$ cat src/design/timer8_pkg.sv
// timer8_pkg: register map, field layout and mode codes of the 8-bit timer
package timer8_pkg;

  // ===========================================================
  // register byte addresses
  localparam logic [11:0] ADDR_CONTROL = 12'h000;
  localparam logic [11:0] ADDR_COUNT = 12'h004;
  localparam logic [11:0] ADDR_COMPARE_A = 12'h008;
  localparam logic [11:0] ADDR_COMPARE_B = 12'h00C;
  localparam logic [11:0] ADDR_FLAGS = 12'h010;
  localparam logic [11:0] ADDR_STATUS = 12'h014;

  // ===========================================================
  // control register field positions
  localparam int MODE_LSB = 0;
  localparam int CLKSEL_LSB = 4;
  localparam int ACT_A_LSB = 8;
  localparam int ACT_B_LSB = 10;
  localparam int FORCE_A_BIT = 12;
  localparam int FORCE_B_BIT = 13;

  // flag register bit positions
  localparam int OVF_BIT = 0;
  localparam int CMPA_BIT = 1;
  localparam int CMPB_BIT = 2;

  // ===========================================================
  // counter constants
  localparam logic [7:0] COUNT_BOTTOM = 8'h00;
  localparam logic [7:0] COUNT_MAX = 8'hFF;

  // ===========================================================
  // waveform mode codes
  localparam logic [2:0] MODE_NORMAL = 3'h0;
  localparam logic [2:0] MODE_PC_MAX = 3'h1;
  localparam logic [2:0] MODE_CLEAR = 3'h2;
  localparam logic [2:0] MODE_FAST_MAX = 3'h3;
  localparam logic [2:0] MODE_PC_CMPA = 3'h5;
  localparam logic [2:0] MODE_FAST_CMPA = 3'h7;

  // output action codes
  localparam logic [1:0] ACT_NONE = 2'h0;
  localparam logic [1:0] ACT_TOGGLE = 2'h1;
  localparam logic [1:0] ACT_CLEAR = 2'h2;
  localparam logic [1:0] ACT_SET = 2'h3;

  // clock source codes, 0 stops the counter
  localparam logic [2:0] CLK_STOP = 3'h0;
  localparam logic [2:0] CLK_DIV1 = 3'h1;
  localparam logic [2:0] CLK_DIV8 = 3'h2;
  localparam logic [2:0] CLK_DIV32 = 3'h3;
  localparam logic [2:0] CLK_DIV64 = 3'h4;
  localparam logic [2:0] CLK_DIV128 = 3'h5;
  localparam logic [2:0] CLK_DIV256 = 3'h6;
  localparam logic [2:0] CLK_DIV1024 = 3'h7;

  localparam int PRESCALE_W = 10;

  // axi response codes
  localparam logic [1:0] RESP_OKAY = 2'h0;
  localparam logic [1:0] RESP_SLVERR = 2'h2;

  // ===========================================================
  // carriers
  typedef struct packed {
    logic [2:0] wave_mode_sel;
    logic [2:0] clock_source_sel;
    logic [1:0] chan_a_output_action;
    logic [1:0] chan_b_output_action;
  } timer_ctrl_t;

  typedef struct packed {
    logic compare_b_flag;
    logic compare_a_flag;
    logic overflow_flag;
  } timer_flags_t;

endpackage : timer8_pkg

$ cat src/design/timer8_waveform_generator.sv
// timer8_waveform_generator: 8-bit timer, two compare channels, AXI4-Lite
//
// Contract
// - mode 0 counts up only, wrapping from 0xFF to 0x00.
// - normal mode sets overflow flag when count becomes zero; never clears it.
// - mode 2 clears counter the cycle after matching compare A.
// - mode 2 compare A writes are immediate; lower value wraps through 0xFF.
// - mode 2 with action 1 toggles output A on every compare A match.
// - mode 2 sets overflow flag on rollover from max to 0x00.
// - timer enable divides clock by 1, 8, 32, 64, 128, 256, 1024.
// - fast PWM counts bottom to top then clears; top 0xFF mode 3, A mode 7.
// - fast PWM sets overflow flag whenever counter reaches top.
// - PWM modes: action 2 non-inverted, action 3 inverted output.
// - fast PWM non-inverted clears on match, sets at top-to-bottom.
// - fast PWM compare zero spikes; compare max holds output constant.
// - fast PWM action 1 toggles on match; compare stays double buffered.
// - modes 1 and 5 count up and down; top 0xFF or compare A.
// - phase-correct reverses at top; count equals top one timer cycle.
// - phase-correct non-inverted clears on up match, sets on down match.
// - phase-correct sets overflow flag on reaching bottom.
// - phase-correct compare zero holds low, max holds high when top is 0xFF (non-inverted).
// - phase-correct makes up-match transition at top if no match occurred.
// - equality with a compare register sets its flag next timer cycle.
// - compare flags clear by writing one; writing zero leaves them.
// - PWM compare writes go to a buffer; otherwise directly active.
// - count write beats clear or count; clock select zero stops counter.
// - output action zero leaves channel output unchanged on match.
// - count write suppresses compare matches in next timer cycle.
// - non-PWM force strobe updates output only, no flag, no clear.
`timescale 1ns/1ps

module timer8_waveform_generator
  import timer8_pkg::*;
(
  // clock and reset
  input wire logic aclk,
  input wire logic aresetn,
  // axi4-lite write address
  input wire logic awvalid,
  output logic awready,
  input wire logic [11:0] awaddr,
  input wire logic [2:0] awprot,
  // axi4-lite write data
  input wire logic wvalid,
  output logic wready,
  input wire logic [31:0] wdata,
  input wire logic [3:0] wstrb,
  // axi4-lite write response
  output logic bvalid,
  input wire logic bready,
  output logic [1:0] bresp,
  // axi4-lite read address
  input wire logic arvalid,
  output logic arready,
  input wire logic [11:0] araddr,
  input wire logic [2:0] arprot,
  // axi4-lite read data
  output logic rvalid,
  input wire logic rready,
  output logic [31:0] rdata,
  output logic [1:0] rresp,
  // waveform outputs
  output logic wave_out_a,
  output logic wave_out_b,
  output timer8_pkg::timer_flags_t flags
);

  // ===========================================================
  // state
  timer_ctrl_t ctrl;
  logic [7:0] count_value;
  logic [7:0] compare_a_value;
  logic [7:0] compare_b_value;
  logic [7:0] compare_a_buffer;
  logic [7:0] compare_b_buffer;
  logic count_down;
  logic block_match;
  logic [PRESCALE_W-1:0] prescale;

  // ===========================================================
  // bus slave: address and data may arrive in either order
  logic aw_held;
  logic w_held;
  logic [11:0] aw_addr_q;
  logic [31:0] w_data_q;
  logic [3:0] w_strb_q;
  logic wr_fire;

  assign wr_fire = aw_held && w_held && !bvalid;

  always_ff @(posedge aclk) begin
    if (!aresetn) begin
      aw_held <= 1'b0;
      aw_addr_q <= 12'h000;
    end else if (awvalid && awready) begin
      aw_held <= 1'b1;
      aw_addr_q <= awaddr;
    end else if (wr_fire) begin
      aw_held <= 1'b0;
    end
  end

  always_ff @(posedge aclk) begin
    if (!aresetn) begin
      w_held <= 1'b0;
      w_data_q <= 32'h0000_0000;
      w_strb_q <= 4'h0;
    end else if (wvalid && wready) begin
      w_held <= 1'b1;
      w_data_q <= wdata;
      w_strb_q <= wstrb;
    end else if (wr_fire) begin
      w_held <= 1'b0;
    end
  end

  // each ready is registered: high only while its own channel holds nothing and no response is pending
  always_ff @(posedge aclk) begin
    if (!aresetn) begin
      awready <= 1'b0;
      wready <= 1'b0;
    end else begin
      awready <= !aw_held && !(awvalid && awready) && !bvalid;
      wready <= !w_held && !(wvalid && wready) && !bvalid;
    end
  end

  logic addr_ok;
  always_comb begin
    if (aw_addr_q == ADDR_CONTROL) addr_ok = 1'b1;
    else if (aw_addr_q == ADDR_COUNT) addr_ok = 1'b1;
    else if (aw_addr_q == ADDR_COMPARE_A) addr_ok = 1'b1;
    else if (aw_addr_q == ADDR_COMPARE_B) addr_ok = 1'b1;
    else if (aw_addr_q == ADDR_FLAGS) addr_ok = 1'b1;
    else if (aw_addr_q == ADDR_STATUS) addr_ok = 1'b1;
    else addr_ok = 1'b0;
  end

  always_ff @(posedge aclk) begin
    if (!aresetn) begin
      bvalid <= 1'b0;
      bresp <= RESP_OKAY;
    end else if (wr_fire) begin
      bvalid <= 1'b1;
      bresp <= addr_ok ? RESP_OKAY : RESP_SLVERR;
    end else if (bready) begin
      bvalid <= 1'b0;
    end
  end

  // register write strobes, byte lane 0 carries all fields except the output actions and force, which lane 1 carries
  logic lane0;
  logic lane1;
  logic wr_ctrl;
  logic wr_count;
  logic wr_cmp_a;
  logic wr_cmp_b;
  logic wr_flags;
  assign lane0 = w_strb_q[0];
  assign lane1 = w_strb_q[1];
  assign wr_ctrl = wr_fire && (aw_addr_q == ADDR_CONTROL);
  assign wr_count = wr_fire && (aw_addr_q == ADDR_COUNT) && lane0;
  assign wr_cmp_a = wr_fire && (aw_addr_q == ADDR_COMPARE_A) && lane0;
  assign wr_cmp_b = wr_fire && (aw_addr_q == ADDR_COMPARE_B) && lane0;
  assign wr_flags = wr_fire && (aw_addr_q == ADDR_FLAGS) && lane0;

  // ===========================================================
  // control register
  always_ff @(posedge aclk) begin
    if (!aresetn) begin
      ctrl <= '0;
    end else if (wr_ctrl) begin
      if (lane0) begin
        ctrl.wave_mode_sel <= w_data_q[MODE_LSB +: 3];
        ctrl.clock_source_sel <= w_data_q[CLKSEL_LSB +: 3];
      end
      if (lane1) begin
        ctrl.chan_a_output_action <= w_data_q[ACT_A_LSB +: 2];
        ctrl.chan_b_output_action <= w_data_q[ACT_B_LSB +: 2];
      end
    end
  end

  // ===========================================================
  // mode decode
  logic fast_mode;
  logic pc_mode;
  logic pwm_mode;
  logic [7:0] top_value;
  assign fast_mode = (ctrl.wave_mode_sel == MODE_FAST_MAX) ||
                     (ctrl.wave_mode_sel == MODE_FAST_CMPA);
  assign pc_mode = (ctrl.wave_mode_sel == MODE_PC_MAX) ||
                   (ctrl.wave_mode_sel == MODE_PC_CMPA);
  assign pwm_mode = fast_mode || pc_mode;
  assign top_value = (ctrl.wave_mode_sel == MODE_FAST_CMPA ||
                      ctrl.wave_mode_sel == MODE_PC_CMPA ||
                      ctrl.wave_mode_sel == MODE_CLEAR) ?
                     compare_a_value : COUNT_MAX;

  // ===========================================================
  // prescaler: tick is a one-cycle timer clock enable
  logic tick;
  always_ff @(posedge aclk) begin
    if (!aresetn) prescale <= '0;
    else prescale <= prescale + 1'b1;
  end

  // a tick fires when all low bits of the divider are ones
  always_comb begin
    case (ctrl.clock_source_sel)
      CLK_DIV1: tick = 1'b1;
      CLK_DIV8: tick = &prescale[2:0];
      CLK_DIV32: tick = &prescale[4:0];
      CLK_DIV64: tick = &prescale[5:0];
      CLK_DIV128: tick = &prescale[6:0];
      CLK_DIV256: tick = &prescale[7:0];
      CLK_DIV1024: tick = &prescale[9:0];
      default: tick = 1'b0;
    endcase
  end

  // ===========================================================
  // counter
  logic at_top;
  logic at_bottom;
  logic fast_wrap;
  assign at_top = (count_value == top_value);
  assign at_bottom = (count_value == COUNT_BOTTOM);
  assign fast_wrap = fast_mode && at_top;

  logic [7:0] next_count;
  logic next_down;
  always_comb begin
    next_count = count_value;
    next_down = count_down;
    if (pc_mode) begin
      if (at_top && !count_down) next_down = 1'b1;
      else if (at_bottom && count_down) next_down = 1'b0;
      if (next_down) next_count = count_value - 1'b1;
      else next_count = count_value + 1'b1;
    end else if (fast_wrap) begin
      next_count = COUNT_BOTTOM;
    end else if (ctrl.wave_mode_sel == MODE_CLEAR && !block_match &&
                 count_value == compare_a_value) begin
      next_count = COUNT_BOTTOM;
    end else begin
      next_count = count_value + 1'b1;
    end
  end

  always_ff @(posedge aclk) begin
    if (!aresetn) begin
      count_value <= COUNT_BOTTOM;
      count_down <= 1'b0;
    end else if (wr_count) begin
      count_value <= w_data_q[7:0];
    end else if (tick) begin
      count_value <= next_count;
      count_down <= pwm_mode ? next_down : 1'b0;
    end
  end

  // matches seen at a tick act on the following tick
  logic raw_a;
  logic raw_b;
  assign raw_a = (count_value == compare_a_value) && !block_match;
  assign raw_b = (count_value == compare_b_value) && !block_match;

  always_ff @(posedge aclk) begin
    if (!aresetn) begin
      block_match <= 1'b0;
    end else if (wr_count) begin
      block_match <= 1'b1;
    end else if (tick) begin
      block_match <= 1'b0;
    end
  end

  // ===========================================================
  // compare registers and their buffers
  logic load_pt;
  assign load_pt = tick && ((fast_mode && fast_wrap) ||
                            (pc_mode && at_top && !count_down));

  always_ff @(posedge aclk) begin
    if (!aresetn) begin
      compare_a_buffer <= COUNT_BOTTOM;
      compare_b_buffer <= COUNT_BOTTOM;
    end else begin
      if (wr_cmp_a) compare_a_buffer <= w_data_q[7:0];
      if (wr_cmp_b) compare_b_buffer <= w_data_q[7:0];
    end
  end

  always_ff @(posedge aclk) begin
    if (!aresetn) begin
      compare_a_value <= COUNT_BOTTOM;
      compare_b_value <= COUNT_BOTTOM;
    end else if (!pwm_mode) begin
      if (wr_cmp_a) compare_a_value <= w_data_q[7:0];
      if (wr_cmp_b) compare_b_value <= w_data_q[7:0];
    end else if (load_pt) begin
      compare_a_value <= compare_a_buffer;
      compare_b_value <= compare_b_buffer;
    end
  end

  // ===========================================================
  // flags: hardware set wins over a software clear
  logic ovf_evt;
  assign ovf_evt = tick && (pc_mode ? (next_count == COUNT_BOTTOM &&
                                       count_down)
                                    : (fast_mode ? fast_wrap
                                                 : count_value == COUNT_MAX));

  always_ff @(posedge aclk) begin
    if (!aresetn) begin
      flags <= '0;
    end else begin
      if (ovf_evt) flags.overflow_flag <= 1'b1;
      else if (wr_flags && w_data_q[OVF_BIT]) flags.overflow_flag <= 1'b0;
      if (tick && raw_a) flags.compare_a_flag <= 1'b1;
      else if (wr_flags && w_data_q[CMPA_BIT])
        flags.compare_a_flag <= 1'b0;
      if (tick && raw_b) flags.compare_b_flag <= 1'b1;
      else if (wr_flags && w_data_q[CMPB_BIT])
        flags.compare_b_flag <= 1'b0;
    end
  end

  // ===========================================================
  // waveform generator, one channel per generate pass
  logic [1:0] act [2];
  logic [1:0] hit;
  logic [1:0] forced;
  logic [7:0] cmp [2];
  logic [1:0] wave;
  assign act[0] = ctrl.chan_a_output_action;
  assign act[1] = ctrl.chan_b_output_action;
  assign cmp[0] = compare_a_value;
  assign cmp[1] = compare_b_value;
  assign hit = {raw_b, raw_a};
  assign forced = {wr_ctrl && lane1 && w_data_q[FORCE_B_BIT],
                   wr_ctrl && lane1 && w_data_q[FORCE_A_BIT]};

  genvar ch;
  generate
    for (ch = 0; ch < 2; ch++) begin : g_chan
      logic up_done;
      logic inv;
      assign inv = (act[ch] == ACT_SET);

      // tracks whether the up-slope match happened this period
      always_ff @(posedge aclk) begin
        if (!aresetn) begin
          up_done <= 1'b0;
        end else if (tick && pc_mode) begin
          if (at_bottom) up_done <= 1'b0;
          else if (hit[ch] && !count_down) up_done <= 1'b1;
        end
      end

      always_ff @(posedge aclk) begin
        if (!aresetn) begin
          wave[ch] <= 1'b0;
        end else if (!pwm_mode) begin
          if ((tick && hit[ch]) || forced[ch]) begin
            case (act[ch])
              ACT_TOGGLE: wave[ch] <= !wave[ch];
              ACT_CLEAR: wave[ch] <= 1'b0;
              ACT_SET: wave[ch] <= 1'b1;
              default: wave[ch] <= wave[ch];
            endcase
          end
        end else if (tick && act[ch] != ACT_NONE) begin
          if (fast_mode) begin
            if (act[ch] == ACT_TOGGLE) begin
              if (hit[ch]) wave[ch] <= !wave[ch];
            end else if (hit[ch] && cmp[ch] != top_value) begin
              wave[ch] <= inv;
            end else if (fast_wrap) begin
              wave[ch] <= !inv;
            end
          end else if (act[ch] != ACT_TOGGLE) begin
            if (hit[ch] && cmp[ch] == COUNT_MAX && at_top) begin
              wave[ch] <= !inv;
            end else if (hit[ch] && (!count_down || at_bottom)) begin
              // a match at bottom acts as an up match, so zero holds low when non-inverted
              wave[ch] <= inv;
            end else if (hit[ch] && count_down) begin
              wave[ch] <= !inv;
            end else if (at_top && !count_down && !up_done) begin
              wave[ch] <= inv;
            end
          end
        end
      end
    end
  endgenerate

  always_ff @(posedge aclk) begin
    if (!aresetn) begin
      wave_out_a <= 1'b0;
      wave_out_b <= 1'b0;
    end else begin
      wave_out_a <= wave[0];
      wave_out_b <= wave[1];
    end
  end

  // ===========================================================
  // read channel: one read at a time, answer one cycle after arready
  always_ff @(posedge aclk) begin
    if (!aresetn) begin
      arready <= 1'b0;
    end else begin
      arready <= !arready && !rvalid && arvalid;
    end
  end

  always_ff @(posedge aclk) begin
    if (!aresetn) begin
      rvalid <= 1'b0;
      rdata <= 32'h0000_0000;
      rresp <= RESP_OKAY;
    end else if (arvalid && arready) begin
      rvalid <= 1'b1;
      rresp <= RESP_OKAY;
      rdata <= 32'h0000_0000;
      if (araddr == ADDR_CONTROL) begin
        rdata[MODE_LSB +: 3] <= ctrl.wave_mode_sel;
        rdata[CLKSEL_LSB +: 3] <= ctrl.clock_source_sel;
        rdata[ACT_A_LSB +: 2] <= ctrl.chan_a_output_action;
        rdata[ACT_B_LSB +: 2] <= ctrl.chan_b_output_action;
      end else if (araddr == ADDR_COUNT) begin
        rdata[7:0] <= count_value;
      end else if (araddr == ADDR_COMPARE_A) begin
        rdata[7:0] <= pwm_mode ? compare_a_buffer : compare_a_value;
      end else if (araddr == ADDR_COMPARE_B) begin
        rdata[7:0] <= pwm_mode ? compare_b_buffer : compare_b_value;
      end else if (araddr == ADDR_FLAGS) begin
        rdata[2:0] <= flags;
      end else if (araddr == ADDR_STATUS) begin
        rdata[0] <= count_down;
        rdata[2:1] <= {wave[1], wave[0]};
      end else begin
        rresp <= RESP_SLVERR;
      end
    end else if (rready) begin
      rvalid <= 1'b0;
    end
  end

endmodule : timer8_waveform_generator

$ cat config.mk
export PLATFORM = sky130hd
export DESIGN_NAME = timer8_waveform_generator
export DESIGN_NICKNAME = d
export VERILOG_FILES = /design/src/design/timer8_pkg.sv /design/src/design/timer8_waveform_generator.sv
export SDC_FILE = /design/constraint.sdc
export NUM_CORES = 1
export LEC_CHECK = 0
export BUFFER_PORTS_ARGS = -buffer_cell sky130_fd_sc_hd__buf_2
export CAP_MARGIN = 10
export CORE_MARGIN = 2
export CORE_UTILIZATION = 40
export DETAILED_ROUTE_END_ITERATION = 16
export SETUP_SLACK_MARGIN = 0.2
export SYNTH_ARGS = -nofsm -noshare
export SYNTH_HDL_FRONTEND = slang
export SYNTH_SLANG_ARGS = --single-unit
$ cat constraint.sdc
create_clock -name aclk -period 7.55 [get_ports aclk]
set_clock_uncertainty 0.2 [all_clocks]
set_input_delay 0.3775 -clock aclk [delete_from_list [all_inputs] [get_ports aclk]]
set_output_delay 0.3775 -clock aclk [all_outputs]
set_load 0.05 [all_outputs]
After elaboration in Yosys (flattened, before gate mapping) --
Cells that the tools add are included.
Word-level totals: bits in registers 122, input port bits 73, output and inout bits 46, logic and storage cells 301
Operators by class: add/sub/neg operators 3, eq/ne operators 50, muxes and demuxes 94, bitwise logic cells 1, reductions and logical operators 119
Operators with widths (number):
- $mux 8 | 17
- $mux 1 | 60
- $logic_and 1x1->1 | 58
- $eq 12x4->1 const B | 4
- $eq 12x5->1 const B | 4
- $reduce_bool 2->1 | 16
- $eq 12x3->1 const B | 2
- $eq 8x8->1 | 3
- $eq 8x8->1 const B | 3
- $logic_not 12->1 | 2
- $reduce_and 7->1 | 3
- $eq 3x3->1 const B | 6
- $logic_not 8->1 | 2
- $ne 8x8->1 | 2
- $logic_not 1->1 | 15
- $mux 3 | 5
- $mux 2 | 7
- $eq 3x2->1 const B | 4
- $ne 6x2->1 const B | 2
- $reduce_and 2->1 | 6
- $add 10x1->10 const B | 1
- $ne 2x1->1 const B | 5
- $ne 5x2->1 const B | 2
- $reduce_and 10->1 | 1
- other kinds (19) | 37

Logic depth before layout (Yosys ltp) --
depth in word-level cells 15, mapped depth 12

Worst setup path after synthesis --
Ideal clock, no wire load.
kind register to register, start register compare_a_value[5], end register wave[1], arrival 2.382 ns, data required time 7.228 ns, path slack 4.846 ns, cell stages (with the launch flop) 11, buffers on the path 2, period minus slack after synthesis 2.704 ns, path through dfxtp_1 -> buf_2 -> nor2b_1 -> a2111oi_0 -> and2_1 -> clkbuf_1 -> o211a_2 -> a211oi_1 -> o41ai_1 -> nand2_1 -> o311a_1
On the way: word-level cells in the longest chain between the ends 8
Ends and longest elaborated chain:
- start, declared | RTL line timer8_waveform_generator.sv:72 | logic [7:0] compare_a_value;
- start signal, assigned | RTL line timer8_waveform_generator.sv:300 | if (wr_cmp_a) compare_a_value <= w_data_q[7:0];
- start signal, assigned | RTL line timer8_waveform_generator.sv:303 | compare_a_value <= compare_a_buffer;
- $mux 8 (*) | RTL line timer8_waveform_generator.sv:197 | ctrl.wave_mode_sel == MODE_CLEAR) ?
- $eq 8x8->1 / $ne 8x8->1 (equally long branches) | RTL line timer8_waveform_generator.sv:227, timer8_waveform_generator.sv:379
- $logic_and 1x1->1, on equally long branches | RTL line timer8_waveform_generator.sv:385, timer8_waveform_generator.sv:379
- $mux 1, on equally long branches | RTL line timer8_waveform_generator.sv:385, timer8_waveform_generator.sv:379
- $mux 1, on equally long branches | RTL line timer8_waveform_generator.sv:384, timer8_waveform_generator.sv:377
- $mux 1 | RTL line timer8_waveform_generator.sv:376 | if (fast_mode) begin
- $mux 1 | RTL line timer8_waveform_generator.sv:375 | end else if (tick && act[ch] != ACT_NONE) begin
- $mux 1 | RTL line timer8_waveform_generator.sv:366 | end else if (!pwm_mode) begin
- end signal, assigned by index | RTL line timer8_waveform_generator.sv:369 | ACT_TOGGLE: wave[ch] <= !wave[ch];
- end signal, assigned by index | RTL line timer8_waveform_generator.sv:378 | if (hit[ch]) wave[ch] <= !wave[ch];
- end signal, assigned by index | RTL line timer8_waveform_generator.sv:386 | wave[ch] <= !inv;
- end, declared | RTL line timer8_waveform_generator.sv:337 | logic [1:0] wave;
Every way passes the cells marked *; elsewhere a longest branch is shown, timed or not. The select of a mux whose other input is x is not followed. A chain may end at the register's enable or synchronous reset.

Worst setup path after layout --
start register count_value[0], end register flags[0] (netlist name)
On the way: word-level cells in the longest chain between the ends 12
Ends and longest elaborated chain:
- start, declared | RTL line timer8_waveform_generator.sv:71 | logic [7:0] count_value;
- start signal, assigned | RTL line timer8_waveform_generator.sv:256 | count_value <= w_data_q[7:0];
- start signal, assigned | RTL line timer8_waveform_generator.sv:258 | count_value <= next_count;
- parallel branches: the longest is 9 deep, another holds $add 8x1->8
- $mux 1 (*) | RTL line timer8_waveform_generator.sv:311 | assign ovf_evt = tick && (pc_mode ? (next_count == COUNT_BOTTOM &&
- $logic_and 1x1->1 (*) | RTL line timer8_waveform_generator.sv:311
- $mux 1 / $reduce_bool 2->1 (equally long branches)
- end, declared | RTL line timer8_waveform_generator.sv:65 | output timer8_pkg::timer_flags_t flags
Every way passes the cells marked *. The select of a mux whose other input is x is not followed.

==> out/qor.tcl <==
set qor(status) {complete, no violations}
set qor(grt_start_max_net_pins) 101
set qor(place.gp.congestion) 0.8898
set qor(grt_pass1_wl_mm) 29.76
set qor(post-cts-setup-buffers) 0
set qor(synth_top_area_cell) {sky130_fd_sc_hd__dfxtp_1}
set qor(number_of_global_route_vias_before_repair) 5595
set qor(fp.dieArea_mm2) 0.01785
set qor(power_per_cell_area_mw_per_mm2) 200.3
set qor(tritoncts) {done}
set qor(static-leakage-power_nw) 3.033
set qor(asyncSetResetFlopFracSynth_pct) 0
set qor(worstPathCellList) {inv_1, a2111oi_0, and2_1, nand2_1, o22ai_1, nor3b_1, a2bb2oi_1, o31ai_1}
set qor(layout-drive-gt1-share_pct) 13.79
set qor(antenna-diode-count) 0
set qor(place_hpwl_mm) 12.88
set qor(initialDrtViolationCount) 449
set qor(htree_num_levels) 4
set qor(remaining_drc_errors) 0
set qor(report.final.hold_viol_count) 0
set qor(postSynthCellCount) 836
set qor(tritoncts.num_buffers) 17
set qor(yosys_warnings) 0
set qor(postSynthRegisterBits) 120
set qor(synth_top_area_share_pct) 35.76
set qor(antenna_found_initial) 0
set qor(fillCellCount) 1608
set qor(layout_worst_path_cycle_share_pct) 48.72
set qor(core_box_area_mm2) 0.01652
set qor(final_nets) 986
set qor(stdcell_area_mm2) 0.007925
set qor(yosys-top-cells-area) {sky130_fd_sc_hd__dfxtp_1 36%, sky130_fd_sc_hd__nand2_1 5.7%, sky130_fd_sc_hd__nor2_1 5.6%}
set qor(min-delay-path-class) {in -> reg}
set qor(netlist_area_mm2) 0.006718
set qor(wirelength_mm) 18.46
set qor(setup-violations-final) 0
set qor(critPathCaptureType) {flop}
set qor(fmaxAchievable_mhz) 271.8
set qor(worst_ir_drop_vdd_mv) 0.1489
set qor(num_vias) 6161
set qor(count_of_max_cap_constraint_violations) 0
set qor(clock-root-buffer) {sky130_fd_sc_hd__clkbuf_16}
set qor(synth_enable_flop_cells) 0
set qor(instances_no_fill) 1134
set qor(number_of_nets_with_antenna_violations_after_detailed_routing) 0
set qor(most_common_flop_cell_mapped_by_yosys) {sky130_fd_sc_hd__dfxtp_1}
set qor(commonest_non_fill_non_tap_cells_in_the_layout) {119 x sky130_fd_sc_hd__dfxtp_1, 102 x sky130_fd_sc_hd__nand2_1, 101 x sky130_fd_sc_hd__nor2_1, 71 x sky130_fd_sc_hd__a21oi_1, 70 x sky130_fd_sc_hd__buf_2}
set qor(post-route-min-period_ns) 3.679
set qor(clkLatencyLatePin_ns) 0.42
set qor(routed_via_density) 5.433
set qor(crit_path_start_kind) {flop}
set qor(synth.avg_cell_area_um2) 8.036
set qor(commonest_non_fill_non_tap_cell_in_the_layout) {sky130_fd_sc_hd__dfxtp_1}
set qor(io_pins) 119
set qor(portBuffers) 70
set qor(relSlewSlack_pct) 26.74
set qor(drt_first_pass_iters) 6
set qor(placement.cell_area_mm2) 0.007067
set qor(grt-ovfl-total) 0
set qor(crit_fanout) 12
set qor(synth_sequential_area_ratio_pct) 35.76
set qor(die_height_um) 133.6
set qor(timing_max_transition_violations_final) 0
set qor(place_inst) 1075
set qor(wl_per_cell_um) 16.28
set qor(cts_max_path_buffers) 2
set qor(clock_sink_count) 120
set qor(post_cts_clock_slew_at_the_launch_and_capture_registers_of_the_worst_setup_and_hold_paths_ns) 0.06
set qor(core.rowCount) 47
set qor(path_class) {reg -> reg}
set qor(cpPeakStageDelay_ns) 0.78
set qor(worst-endpoint-required_ns) 7.65
set qor(utilization_pct) 47.96
set qor(postCtsResizedCells) 0
set qor(die-width_um) 133.6
set qor(grt_use_total_pct) 21.13
set qor(areaGrowthSynthToFinish_pct) 17.97
set qor(cell_variety_after_synth) 75
set qor(reg2reg_setup_slack_ns) 3.87
set qor(crit_path_top_delay_cell) {sky130_fd_sc_hd__o22ai_1}
set qor(critPathArrivalTime_ns) 3.78
set qor(worst_slew_pin_slew_ns) 1.099
set qor(initial_core_utilization_pct) 40.65
set qor(rsz0062_at_grt) {false}
set qor(timing.setup.tns_ns) 0
-- final timing paths --
kind                                             startpoint                      to  cells after the start
worst max-delay path            count_value[0]$_SDFFE_PN0P_   flags[0]$_SDFFE_PN0P_                      8
worst min-delay path                                 bready     bvalid$_SDFFE_PN0P_                      3
worst max register to register  count_value[0]$_SDFFE_PN0P_   flags[0]$_SDFFE_PN0P_                      8
worst min register to register       prescale[0]$_SDFF_PN0_  prescale[0]$_SDFF_PN0_                      1
-- report_power, final --
part | internal (mW) | switching [mW]
clock | 0.499 | 0.305
combinational | 0.0392 | 0.0853
sequential | 0.647 | 0.0118
total | 1.19 | 0.402
-- layout make-up --
type                       instances  area [µm²]  area share [%]
multi-input combinational        634        3902           49.24
clock buffer                      20       446.7           5.636
tap                              220       275.3           3.473
inverter                          26       97.59           1.231
timing repair buffer             102       658.1           8.304
sequential                       120        2404           30.33
clock inverter                    12       141.4           1.784
-- metal layers --
metal | GRT usage [%] | wire [µm] | vias to the layer above
met5 | 0 | 0 | -
met4 | 7.742 | 314 | 0
met3 | 4.528 | 1065 | 31
met2 | 31.39 | 8205 | 199
met1 | 30.12 | 8878 | 2857
li1 | - | - | 3074
-- critical path, delay by kind of cell, from the launching register on --
family          cells  cell delay [ns]
compound gates      4             1.91
flops               1             0.60
buf+inv             1             0.23
simple gates        3             0.62
-- cells in the mapped netlist (3+ instances only) --
cell                          n
sky130_fd_sc_hd__dfxtp_1    120
sky130_fd_sc_hd__nand2_1    102
sky130_fd_sc_hd__nor2_1     101
sky130_fd_sc_hd__a21oi_1     71
sky130_fd_sc_hd__clkbuf_1    43
sky130_fd_sc_hd__mux2i_1     33
sky130_fd_sc_hd__inv_1       26
sky130_fd_sc_hd__o21ai_0     26
sky130_fd_sc_hd__buf_4       24
sky130_fd_sc_hd__a211oi_1    20
sky130_fd_sc_hd__nor3_1      20
sky130_fd_sc_hd__xnor2_1     20
sky130_fd_sc_hd__nand3_1     19
sky130_fd_sc_hd__and3_1      15
sky130_fd_sc_hd__ha_1        12
sky130_fd_sc_hd__a31oi_1     11
sky130_fd_sc_hd__nor2b_1     11
sky130_fd_sc_hd__nand2b_1    10
sky130_fd_sc_hd__and2_1       9
sky130_fd_sc_hd__mux4_2       9
sky130_fd_sc_hd__nor4_1       8
sky130_fd_sc_hd__a22oi_1      7
sky130_fd_sc_hd__a21o_1       6
sky130_fd_sc_hd__buf_2        6
sky130_fd_sc_hd__o22ai_1      6
sky130_fd_sc_hd__xor2_1       6
sky130_fd_sc_hd__nand4_1      5
sky130_fd_sc_hd__nor4bb_1     5
sky130_fd_sc_hd__o21a_1       5
sky130_fd_sc_hd__a311oi_1     4
sky130_fd_sc_hd__o2111ai_1    4
sky130_fd_sc_hd__o211ai_1     4
sky130_fd_sc_hd__o221ai_1     4
sky130_fd_sc_hd__a211o_1      3
sky130_fd_sc_hd__buf_1        3
sky130_fd_sc_hd__o311ai_0     3
sky130_fd_sc_hd__o31a_1       3
sky130_fd_sc_hd__or3_1        3
sky130_fd_sc_hd__or4_1        3
-- stage by stage --
step | hold slack (ns) | power (mW) | setup WS, ns
after global routing | 0.01484 | 1.645 | 3.567
after CTS | 0.0008508 | 1.605 | 3.906
after floorplan | 0.2175 | 0.7623 | 4.846
final | 0.01823 | 1.587 | 3.871
after detailed placement | 0.2418 | 0.7860 | 3.931
after global placement | 0.2312 | 0.7860 | 3.932
-- registers in the layout, summed over array words and instances (netlist names), 2 cells and up --
register          cells
act                   4
aw_addr_q            12
compare_a_buffer      8
compare_a_value       8
compare_b_buffer      8
compare_b_value       8
count_value           8
ctrl                  6
flags                 3
g_chan.up_done        2
prescale             10
rdata                12
w_data_q             14
w_strb_q              2
wave                  2
-- logic make-up (layout without fill, tap and decap cells) --
family                   count (synthesis)  in the layout  synth area share [%]
AO/OA/AOI/OAI                          203            203                 20.10
multiplexers                            42             42                 7.934
AND/OR/NAND/NOR                        329            329                 23.21
other                                    1             22               0.05582
buffers and inverters                  103            160                 7.320
adder cells (fa/ha/maj)                 12             12                 2.235
XOR/XNOR                                26             26                 3.390
flip-flops                             120            120                 35.76
-- what timing repair did --
action,CTS,global route
endpoints found under the setup margin,0,0
hold buffers,27,0
endpoints found under the hold margin,27,0
Power figures use the tool's default switching activity.
